File: config.mk
export PLATFORM = sky130hd
export DESIGN_NAME = ser_result_regs
export DESIGN_NICKNAME = d
export VERILOG_FILES = /design/src/ser_pkg.sv /design/src/ser_watchdog.sv /design/src/ser_result_regs.sv
export SDC_FILE = /design/constraint.sdc
export NUM_CORES = 1
export LEC_CHECK = 0
export BUFFER_PORTS_ARGS = -buffer_cell sky130_fd_sc_hd__buf_4
export CAP_MARGIN = 15
export CORE_AREA = 5 5 131 133
export CTS_CLUSTER_SIZE = 16
export DETAILED_ROUTE_END_ITERATION = 8
export DIE_AREA = 0 0 136 138
export GPL_TIMING_DRIVEN = 0
export PLACE_DENSITY = 0.71
export SYNTH_ARGS = -nofsm -noshare
export SYNTH_HDL_FRONTEND = slang
export SYNTH_SLANG_ARGS = --single-unit
File: constraint.sdc
create_clock -name clk_sys -period 1.6 [get_ports clk_sys]
set_input_delay 0.16 -clock clk_sys [delete_from_list [all_inputs] [get_ports clk_sys]]
set_output_delay 0.16 -clock clk_sys [all_outputs]
set_load 0.01 [all_outputs]
File: src/ser_pkg.sv
package ser_pkg;
	localparam int SER_ADDR_W = 8;
	localparam int SER_DATA_W = 32;

	// Register byte offsets; the high word sits directly above the low word.
	localparam logic [7:0] SER_OFF_WORD_LOW = 8'h00;
	localparam logic [7:0] SER_OFF_WORD_HIGH = 8'h04;
	localparam logic [7:0] SER_OFF_CAPTURE = 8'h08;
	localparam logic [7:0] SER_OFF_TIMER_LATCH = 8'h0c;
	localparam logic [7:0] SER_OFF_CTRL = 8'h10;
	localparam logic [7:0] SER_OFF_IRQ_STATUS = 8'h14;
	localparam logic [7:0] SER_OFF_IRQ_ENABLE = 8'h18;
	localparam logic [7:0] SER_OFF_IRQ_CLEAR = 8'h1c;
	localparam logic [7:0] SER_OFF_ERROR = 8'h20;

	// Result word field positions.
	localparam int SER_ST_W = 17;
	localparam int SER_MT_LO_LSB = 24;
	localparam int SER_TIMEOUT_BIT = 31;
	localparam int SER_FINE_W = 21;
	localparam int SER_DIGITS = 5;
	localparam logic [7:0] SER_ASCII_ZERO = 8'h30;
	localparam logic [7:0] SER_ASCII_MINUS = 8'h2d;
	localparam logic [7:0] SER_ASCII_PLUS = 8'h2b;

	// Control register layout and reset value.
	localparam int SER_CTRL_MODE_LSB = 0;
	localparam int SER_CTRL_CAPT_BIT = 2;
	localparam int SER_CTRL_W = 3;
	localparam logic [2:0] SER_CTRL_RST = 3'h0;

	// Interrupt event bit positions.
	localparam int SER_EV_UPDATE = 0;
	localparam int SER_EV_TIMEOUT = 1;
	localparam int SER_EV_ERROR = 2;
	localparam int SER_EV_TRIGGER = 3;
	localparam int SER_EV_W = 4;
	localparam logic [3:0] SER_EV_RST = 4'h0;

	// Error register bit positions.
	localparam int SER_ERR_PARITY = 0;
	localparam int SER_ERR_CRC = 1;

	// Response watchdog timing.
	localparam int SER_CLK_PERIOD_NS = 8;
	localparam int SER_RESP_TIMEOUT_NS = 20000;
	localparam int SER_RESP_TIMEOUT_CYC =
		(SER_RESP_TIMEOUT_NS + SER_CLK_PERIOD_NS - 1) / SER_CLK_PERIOD_NS;
	localparam int SER_WD_W = 12;

	typedef enum logic [1:0] {
		SER_MODE_SPLIT = 2'h0,
		SER_MODE_QUAD_ASCII = 2'h1,
		SER_MODE_PARITY_LOSS = 2'h2,
		SER_MODE_CRC_LOSS = 2'h3
	} ser_mode_t;

	typedef enum logic [0:0] {
		SER_WD_IDLE = 1'b0,
		SER_WD_WAIT = 1'b1
	} ser_wd_state_t;
endpackage : ser_pkg

File: src/ser_watchdog.sv
`timescale 1ns/1ps
module ser_watchdog
	import ser_pkg::*;
(
	input wire logic clk_sys,
	input wire logic rst_n,
	input wire logic start,
	input wire logic resp,
	output logic busy,
	output logic timeout
);
	ser_wd_state_t state_ff;
	ser_wd_state_t nxt_state;
	logic [SER_WD_W-1:0] cnt_ff;
	logic [SER_WD_W-1:0] nxt_cnt;
	logic expired;
	logic timeout_ff;

	assign expired = (cnt_ff == SER_WD_W'(SER_RESP_TIMEOUT_CYC - 1));
	assign busy = (state_ff == SER_WD_WAIT);
	assign timeout = timeout_ff;

	// A new request restarts the wait even if the last one is still open.
	always_comb
	begin
		nxt_state = state_ff;
		nxt_cnt = cnt_ff;
		unique case (state_ff)
			SER_WD_IDLE:
			begin
				if (start)
				begin
					nxt_state = SER_WD_WAIT;
					nxt_cnt = '0;
				end
			end
			SER_WD_WAIT:
			begin
				nxt_cnt = cnt_ff + 1'b1;
				if (start)
					nxt_cnt = '0;
				else if (resp || expired)
					nxt_state = SER_WD_IDLE;
			end
		endcase
	end

	always_ff @(posedge clk_sys)
	begin
		if (!rst_n)
		begin
			state_ff <= SER_WD_IDLE;
			cnt_ff <= '0;
			timeout_ff <= 1'b0;
		end
		else
		begin
			state_ff <= nxt_state;
			cnt_ff <= nxt_cnt;
			timeout_ff <= busy && expired && !resp && !start;
		end
	end
endmodule : ser_watchdog

File: src/ser_result_regs.sv
// The address map and the address-and-strobe port were decided locally.
`timescale 1ns/1ps
// Overview of operation
// - Split protocols put single-turn position in bits 0..16 of the low word.
// - Multi-turn low byte in low word 31..24, high byte in high word 7..0.
// - Quadrature protocol: capture register holds position in 1/256 counts, 8192 counts/rev.
// - Quadrature protocol: turns digits stored as ASCII, digit value plus 48.
// - Position refreshes once per cycle; no hardware position capture on trigger.
// - A request without encoder answer sets the channel timeout flag.
// - Timeout flag is high-true bit 31 of the high word where supported.
// - Protocols without timeout flag set parity or CRC error on no answer.
// - Trigger latches a free-running timer for software interpolation.
// - High word sits at the address directly above the low word.
module ser_result_regs
	import ser_pkg::*;
(
	input wire logic clk_sys,
	input wire logic rst_n,
	input wire logic [ser_pkg::SER_ADDR_W-1:0] addr,
	input wire logic [ser_pkg::SER_DATA_W-1:0] wr_data,
	input wire logic wr_en,
	input wire logic rd_en,
	output logic [ser_pkg::SER_DATA_W-1:0] rd_data,
	input wire logic cycle_clk_pin,
	input wire logic trigger_pin,
	output logic enc_req,
	input wire logic rx_valid,
	input wire logic [ser_pkg::SER_ST_W-1:0] rx_single_turn,
	input wire logic [15:0] rx_multi_turn,
	input wire logic [ser_pkg::SER_FINE_W-1:0] rx_fine_pos,
	input wire logic [19:0] rx_turns_digits,
	input wire logic rx_turns_neg,
	input wire logic rx_parity_err,
	input wire logic rx_crc_err,
	output logic irq
);
	import ser_pkg::*;

	logic cyc_s1_ff, cyc_s2_ff, cyc_d_ff;
	logic trg_s1_ff, trg_s2_ff, trg_d_ff;
	logic enc_req_ff;
	logic [31:0] word_low_ff, word_high_ff, capt_ff, timer_ff, tlatch_ff;
	logic [SER_CTRL_W-1:0] ctrl_ff;
	logic [SER_EV_W-1:0] status_ff, enable_ff;
	logic [1:0] err_ff;
	logic irq_ff;
	logic [31:0] rd_data_ff;

	logic cycle_start, trig_edge, wd_busy, wd_timeout, accept, update;
	ser_mode_t mode;
	logic capt_en, mode_quad, mode_has_tmo;
	logic [31:0] split_low, split_high, asc_low, asc_high;
	logic [31:0] nxt_word_low, nxt_word_high, nxt_rd_data;
	logic [1:0] nxt_err;
	logic [7:0] asc_digit [SER_DIGITS];
	logic [SER_EV_W-1:0] events, clr_bits, nxt_status;
	logic wr_ctrl, wr_enable, wr_clear, err_set;

	assign cycle_start = cyc_s2_ff && !cyc_d_ff;
	assign trig_edge = trg_s2_ff && !trg_d_ff;
	assign mode = ser_mode_t'(ctrl_ff[SER_CTRL_MODE_LSB +: 2]);
	assign capt_en = ctrl_ff[SER_CTRL_CAPT_BIT];
	assign mode_quad = (mode == SER_MODE_QUAD_ASCII);
	assign mode_has_tmo = (mode == SER_MODE_SPLIT) || mode_quad;

	ser_watchdog u_watchdog (
		.clk_sys(clk_sys),
		.rst_n(rst_n),
		.start(cycle_start),
		.resp(rx_valid),
		.busy(wd_busy),
		.timeout(wd_timeout)
	);

	// Only an answer to an outstanding request counts; stray frames are dropped.
	assign accept = rx_valid && wd_busy;
	assign update = accept || wd_timeout;

	assign split_low = {rx_multi_turn[7:0], 7'h00, rx_single_turn};
	assign split_high = {8'h00, 8'h00, 8'h00, rx_multi_turn[15:8]};

	genvar gi;
	generate
		for (gi = 0; gi < SER_DIGITS; gi++)
		begin : g_ascii
			assign asc_digit[gi] = {4'h0, rx_turns_digits[4*gi +: 4]} + SER_ASCII_ZERO;
		end
	endgenerate
	assign asc_low = {asc_digit[3], asc_digit[2], asc_digit[1], asc_digit[0]};
	assign asc_high = {16'h0000, (rx_turns_neg ? SER_ASCII_MINUS : SER_ASCII_PLUS),
		asc_digit[4]};

	// On a timeout the position stays as last received; only the flag moves.
	assign nxt_word_low = !accept ? word_low_ff : (mode_quad ? asc_low : split_low);
	assign nxt_word_high = {wd_timeout && mode_has_tmo,
		(!accept ? word_high_ff[30:0] : (mode_quad ? asc_high[30:0] : split_high[30:0]))};

	assign nxt_err = accept ? {rx_crc_err, rx_parity_err} :
		{mode == SER_MODE_CRC_LOSS, mode == SER_MODE_PARITY_LOSS};
	assign err_set = update && (nxt_err != 2'h0);

	assign wr_ctrl = wr_en && (addr == SER_OFF_CTRL);
	assign wr_enable = wr_en && (addr == SER_OFF_IRQ_ENABLE);
	assign wr_clear = wr_en && (addr == SER_OFF_IRQ_CLEAR);
	assign clr_bits = wr_clear ? wr_data[SER_EV_W-1:0] : SER_EV_RST;
	assign events = {trig_edge && capt_en, err_set, wd_timeout, accept};
	// A new event wins over a clear written in the same cycle.
	assign nxt_status = (status_ff & ~clr_bits) | events;

	always_comb
	begin
		nxt_rd_data = 32'h0000_0000;
		unique case (addr)
			SER_OFF_WORD_LOW: nxt_rd_data = word_low_ff;
			SER_OFF_WORD_HIGH: nxt_rd_data = word_high_ff;
			SER_OFF_CAPTURE: nxt_rd_data = capt_ff;
			SER_OFF_TIMER_LATCH: nxt_rd_data = tlatch_ff;
			SER_OFF_CTRL: nxt_rd_data = {29'h0, ctrl_ff};
			SER_OFF_IRQ_STATUS: nxt_rd_data = {28'h0, status_ff};
			SER_OFF_IRQ_ENABLE: nxt_rd_data = {28'h0, enable_ff};
			SER_OFF_ERROR: nxt_rd_data = {30'h0, err_ff};
			default: nxt_rd_data = 32'h0000_0000;
		endcase
	end

	always_ff @(posedge clk_sys)
	begin
		if (!rst_n)
		begin
			cyc_s1_ff <= 1'b0;
			cyc_s2_ff <= 1'b0;
			cyc_d_ff <= 1'b0;
			trg_s1_ff <= 1'b0;
			trg_s2_ff <= 1'b0;
			trg_d_ff <= 1'b0;
			enc_req_ff <= 1'b0;
		end
		else
		begin
			cyc_s1_ff <= cycle_clk_pin;
			cyc_s2_ff <= cyc_s1_ff;
			cyc_d_ff <= cyc_s2_ff;
			trg_s1_ff <= trigger_pin;
			trg_s2_ff <= trg_s1_ff;
			trg_d_ff <= trg_s2_ff;
			enc_req_ff <= cycle_start;
		end
	end

	always_ff @(posedge clk_sys)
	begin
		if (!rst_n)
		begin
			word_low_ff <= 32'h0000_0000;
			word_high_ff <= 32'h0000_0000;
			capt_ff <= 32'h0000_0000;
			err_ff <= 2'h0;
		end
		else if (update)
		begin
			word_low_ff <= nxt_word_low;
			word_high_ff <= nxt_word_high;
			err_ff <= nxt_err;
			if (accept && mode_quad)
				capt_ff <= {11'h000, rx_fine_pos};
		end
	end

	// The trigger never snapshots the position words; the timer stamp lets
	// software interpolate between the once-per-cycle positions instead.
	always_ff @(posedge clk_sys)
	begin
		if (!rst_n)
		begin
			timer_ff <= 32'h0000_0000;
			tlatch_ff <= 32'h0000_0000;
		end
		else
		begin
			timer_ff <= timer_ff + 32'h0000_0001;
			if (trig_edge && capt_en)
				tlatch_ff <= timer_ff;
		end
	end

	always_ff @(posedge clk_sys)
	begin
		if (!rst_n)
		begin
			ctrl_ff <= SER_CTRL_RST;
			enable_ff <= SER_EV_RST;
			status_ff <= SER_EV_RST;
			irq_ff <= 1'b0;
			rd_data_ff <= 32'h0000_0000;
		end
		else
		begin
			if (wr_ctrl)
				ctrl_ff <= wr_data[SER_CTRL_W-1:0];
			if (wr_enable)
				enable_ff <= wr_data[SER_EV_W-1:0];
			status_ff <= nxt_status;
			irq_ff <= |(nxt_status & (wr_enable ? wr_data[SER_EV_W-1:0] : enable_ff));
			rd_data_ff <= rd_en ? nxt_rd_data : 32'h0000_0000;
		end
	end

	assign rd_data = rd_data_ff;
	assign enc_req = enc_req_ff;
	assign irq = irq_ff;
endmodule : ser_result_regs

After elaboration in Yosys (flattened, before gate mapping)
Index checks and enable logic that the tools add are counted.
{"block": "totals", "register_bits": 216, "elab_cells": 88, "out_inout_bits": 34, "inputBits": 124}
{"block": "classes", "add_sub_neg": 7, "mux": 14, "n_bitwise": 5, "eq_ne": 13, "n_reduce_logical": 27}
{"cell": "one-hot mux 32 bit (8 select lines)", "count": 1}
{"cell": "adder 4 x 6 -> 7 bit, second input constant", "count": 5}
{"cell": "adder 32 x 1 -> 32 bit, second input constant", "count": 1}
{"cell": "equality test 8 x 5 -> 1 bit, second input constant", "count": 4}
{"cell": "two-way mux 32 bit", "count": 1}
{"cell": "two-way mux 12 bit", "count": 2}
{"cell": "one-hot mux 12 bit (2 select lines)", "count": 1}
{"cell": "equality test 8 x 4 -> 1 bit, second input constant", "count": 2}
{"cell": "two-way mux 14 bit", "count": 1}
{"cell": "logical AND 1 bit", "count": 13}
{"cell": "adder 12 x 1 -> 12 bit, second input constant", "count": 1}
{"cell": "equality test 12 bit, second input constant", "count": 1}
{"cell": "AND 4 bit", "count": 2}
{"cell": "equality test 8 x 3 -> 1 bit, second input constant", "count": 1}
{"cell": "equality test 8 x 6 -> 1 bit, second input constant", "count": 1}
{"cell": "logical NOT 8 bit", "count": 1}
{"cell": "two-way mux 4 bit", "count": 2}
{"cell": "AND reduction 2 bit", "count": 3}
{"cell": "equality test 2 bit, second input constant", "count": 2}
{"cell": "logical NOT 1 bit", "count": 4}
{"cell": "NOT 4 bit", "count": 1}
{"cell": "OR 4 bit", "count": 1}
{"cell": "OR reduction 4 bit", "count": 1}
{"cell": "logical OR 1 bit", "count": 3}
{"cell": "9 further kinds", "count": 11}

Longest topological paths before layout
{"block": "logic_depth", "ltp_word": 8, "mapped_depth": 7}

By module
Synthesis repeated with hierarchy kept, for this count alone.
{"block": "unflattened", "cells_unflattened": 874, "area_unflattened_um2": 7557.2}
{"module": "ser_result_regs", "cells_each": 803, "instances": 1, "area_each_um2": 6892.9}
{"module": "ser_watchdog", "cells_each": 71, "instances": 1, "area_each_um2": 664.4}

Worst setup path after synthesis
No wires, ideal clock.
{"block": "synth_path", "path_kind": "register to register", "startpoint": "reg timer_ff[0]", "endpoint": "reg timer_ff[26]", "setup_slack_ps": -113, "t_arrival_ps": 1598, "stages_incl_launch_ff": 7, "synth_period_minus_slack_ps": 1713, "cell_sequence": "dfxtp_1 > ha_1 > inv_1 > nor4_4 > nand3_1 > xnor2_1 > and2_1"}
{"block": "synth_between", "elab_chain_len": 1}
{"item": "start, declared", "line": "ser_result_regs.sv:42", "rtl": "logic [31:0] word_low_ff, word_high_ff, capt_ff, timer_ff, tlatch_ff;"}
{"item": "start signal, assigned", "line": "ser_result_regs.sv:180", "rtl": "timer_ff <= timer_ff + 32'h0000_0001;"}
{"item": "adder 32 x 1 -> 32 bit", "line": "ser_result_regs.sv:180"}
No other way between the ends.
A chain may end at the register's enable or synchronous reset.

Worst setup path after layout
{"block": "layout_path", "startpoint": "reg timer_ff[7]", "endpoint": "reg timer_ff[20]"}
Same word-level chain as after synthesis.

==> impl_metrics.tcl <==
set metrics [dict create \
    cts_tree "yes" \
    r2r_end "timer_ff[20]$_SDFF_PN0_" \
    ioPinCount 158 \
    fin_skew_ns 0.007786 \
    drt_wl_total_mm 22.19 \
    rsz0062_at_grt "true" \
    yosysUniqueCellTypes 50 \
    cts_buffer_depth 2 \
    switching_share_pct 21.30 \
    power.leakage_nw 3.910 \
    critical_path_class "reg -> reg" \
    reg2reg_slack_ns 0.002 \
    fill_cells 1326 \
    synth_fp_nets 990 \
    worstSetupStartpointType "register" \
    clkPwrFrac_pct 43.1 \
    synth_edf_count 0 \
    synth_cells 864 \
    hp-class "in -> reg" \
    via_per_inst 5.353 \
    fin_crit_sh_pct 99.86 \
    grt_use_total_pct 23.23 \
    die_y_um 138 \
    tns_ns 0 \
    finalSetupViolCount 0 \
    max_freq_ghz 0.6259 \
    numCtsBuffers 17 \
    synth-async-reset-ratio_pct 0 \
    wire_per_inst_um 17.12 \
    vdd_drop_max_mv 0.8360 \
    synth-main-ff-cell "dfxtp_1" \
    pre_cts_ws_ns -0.6533 \
    final_common_cell "dfxtp_1" \
    num_vias 6937 \
    finalPower_mw 9.581 \
    seqPwrFrac_pct 50.6 \
    finalHoldViolations 0 \
    placed_cell_area_um2 8871 \
    p_comb_share_pct 6.3 \
    drtIter0Drc 551 \
    hold_depth 3 \
    synth_seq_cells 192 \
    rr_startpoint "timer_ff[7]$_SDFF_PN0_" \
    initial_core_util_pct 48.49 \
    cts_sinks 192 \
    layout_common_cells "dfxtp_1 (179), nand2_1 (161), buf_4 (145), nor2_1 (128), a21oi_1 (71)" \
    drtAntennaViolNets 0 \
    gp_congestion 0.8704 \
    r2r_cells 8 \
    fin_crit_ns 1.598 \
    firstDrtPassIters 6 \
    fin_util_pct 65.16 \
    hpwlAfterDp_mm 15.55 \
    antenna_found_initial 0 \
    worst_slack_ns 0.002173 \
    slew_headroom_pct 56.81 \
    drc 0 \
    yosysWarnings 0 \
    clockRootBuffer "clkbuf_16" \
    worstPathArrival_ns 1.90 \
    grt_max_degree 17 \
    htree_levels 4 \
    cp_max_fo 7 \
    clock_latency_ns 0.43 \
    core_area_um2 15710 \
    grt_pass1_vias 6633 \
    holdPathEnd "word_low_ff[24]$_SDFFE_PN0P_" \
    synth_area_um2 7620 \
    syn_avg_cell_area_um2 8.819 \
    internal-power_mw 7.540 \
    finish.instance_area_um2 10240 \
    outcome "finished, final reports clean" \
    drv_slew 0 \
    antenna_cells 0 \
    globalRouteOverflowTotal 0 \
    tightest_slew_ns 0.6479 \
    synth_top_area_share_pct 50.44 \
    area_growth_pct 34.37 \
    drive_above_1_share_pct 23.24 \
    grt_pass1_wl_mm 34.72 \
    p_per_area_nw_per_um2 935.7 \
    synthTopCellsByArea "dfxtp_1 (50%), nand2_1 (8.1%), nor2_1 (6.5%), a21oi_1 (4.7%), mux4_2 (3.5%)" \
    setup.worst_path.end_class "register" \
    holdWs_ns 0.007689 \
    portBuffers 128 \
    p_switching_mw 2.040 \
    dp_cells 1208 \
    num_rows 46 \
    maxCapViolCount 0 \
    fin_cells 1296 \
    nets 1196 \
    worstPathRequired_ns 1.91 \
    die_x_um 136 \
    clk_pin_slew_worst_paths_ns 0.06 \
    worstHoldStart "rx_turns_digits[12]" \
    synth-seq-area-share_pct 50.44 \
    yosysTopAreaCell "dfxtp_1" \
    die_area_um2 18770 \
]
layout make-up:
type / count / area (um2) / share of cell area, %
Buffer: 50 / 255.2 / 2.493
Clock buffer: 24 / 481.7 / 4.705
Clock inverter: 5 / 81.33 / 0.7943
Inverter: 6 / 22.52 / 0.2200
Multi-Input combinational cell: 612 / 3697 / 36.11
Sequential cell: 192 / 3867 / 37.77
Tap cell: 216 / 270.3 / 2.640
Timing Repair Buffer: 191 / 1563 / 15.26
synth_stat cells (all sizes together) (11+ instances only):
cell,number
dfxtp,192
nand2,164
nor2,131
a21oi,71
clkbuf,37
xor2,28
a22oi,24
a311oi,21
nand3,21
mux2i,18
buf,17
nand4,14
nor2b,13
mux4,12
and2,11
routing by layer:
metal | wire, um | vias to the layer above | GRT usage [%]
met5 | 0 | - | 0
met4 | 483 | 0 | 7.321
met3 | 1459 | 42 | 4.209
met2 | 10440 | 239 | 37.81
met1 | 9806 | 3274 | 31.35
li1 | - | 3382 | -
state kept, by name, indices dropped and copies added, names as in the netlist, 2 cells and up:
register,flops
ctrl_ff,3
timer_ff,32
u_watchdog.cnt_ff,12
capt_ff,21
tlatch_ff,32
enable_ff,4
err_ff,2
word_high_ff,11
rd_data,32
word_low_ff,29
status_ff,4
critical path, cell delays in order (launching register included):
cell	delay (ns)
dfxtp_2	0.36
nand4_1	0.11
buf_6	0.14
nor4_4	0.26
buf_6	0.18
buf_6	0.12
nand4_1	0.10
xor2_1	0.16
nor2_1	0.05
worst max-delay path by stage:
stage,start,to
2_1_floorplan,timer_ff[1]$_SDFF_PN0_,timer_ff[26]$_SDFF_PN0_
3_3_place_gp,ctrl_ff[1]$_SDFFE_PN0P_,capt_ff[10]$_SDFFE_PN0P_
3_5_place_dp,ctrl_ff[1]$_SDFFE_PN0P_,capt_ff[10]$_SDFFE_PN0P_
4_1_cts,u_watchdog.busy$_SDFF_PN0_,word_low_ff[9]$_SDFFE_PN0P_
5_1_grt,timer_ff[7]$_SDFF_PN0_,timer_ff[20]$_SDFF_PN0_
6_report,timer_ff[7]$_SDFF_PN0_,timer_ff[20]$_SDFF_PN0_
cell families after synthesis:
group / synth area share [%]
buffers and inverters: 3.136
adders and majority gates: 0.3284
DFF: 50.44
and+or+nand+nor: 23.58
AOI/OAI and AO/OA: 12.05
muxes: 6.207
xor gates and xnor gates: 4.253
power by group through the flow:
stage	Combinational [mW]	Sequential, mW	Clock (mW)
6_report	0.602	4.85	4.13
5_1_grt	0.648	4.85	4.38
4_1_cts	0.596	4.85	4.16
3_5_place_dp	0.492	4.96	0
3_3_place_gp	0.490	4.96	0
2_1_floorplan	0.210	4.95	0
timing repair:
action	in CTS	in global routing
setup endpoints to repair	96	99
gates resized for setup	39	47
pin swaps	5	9
endpoints found under the hold margin	48	0
hold buffers	47	0
setup buffers	10	6
Power figures use the tool's default switching activity.
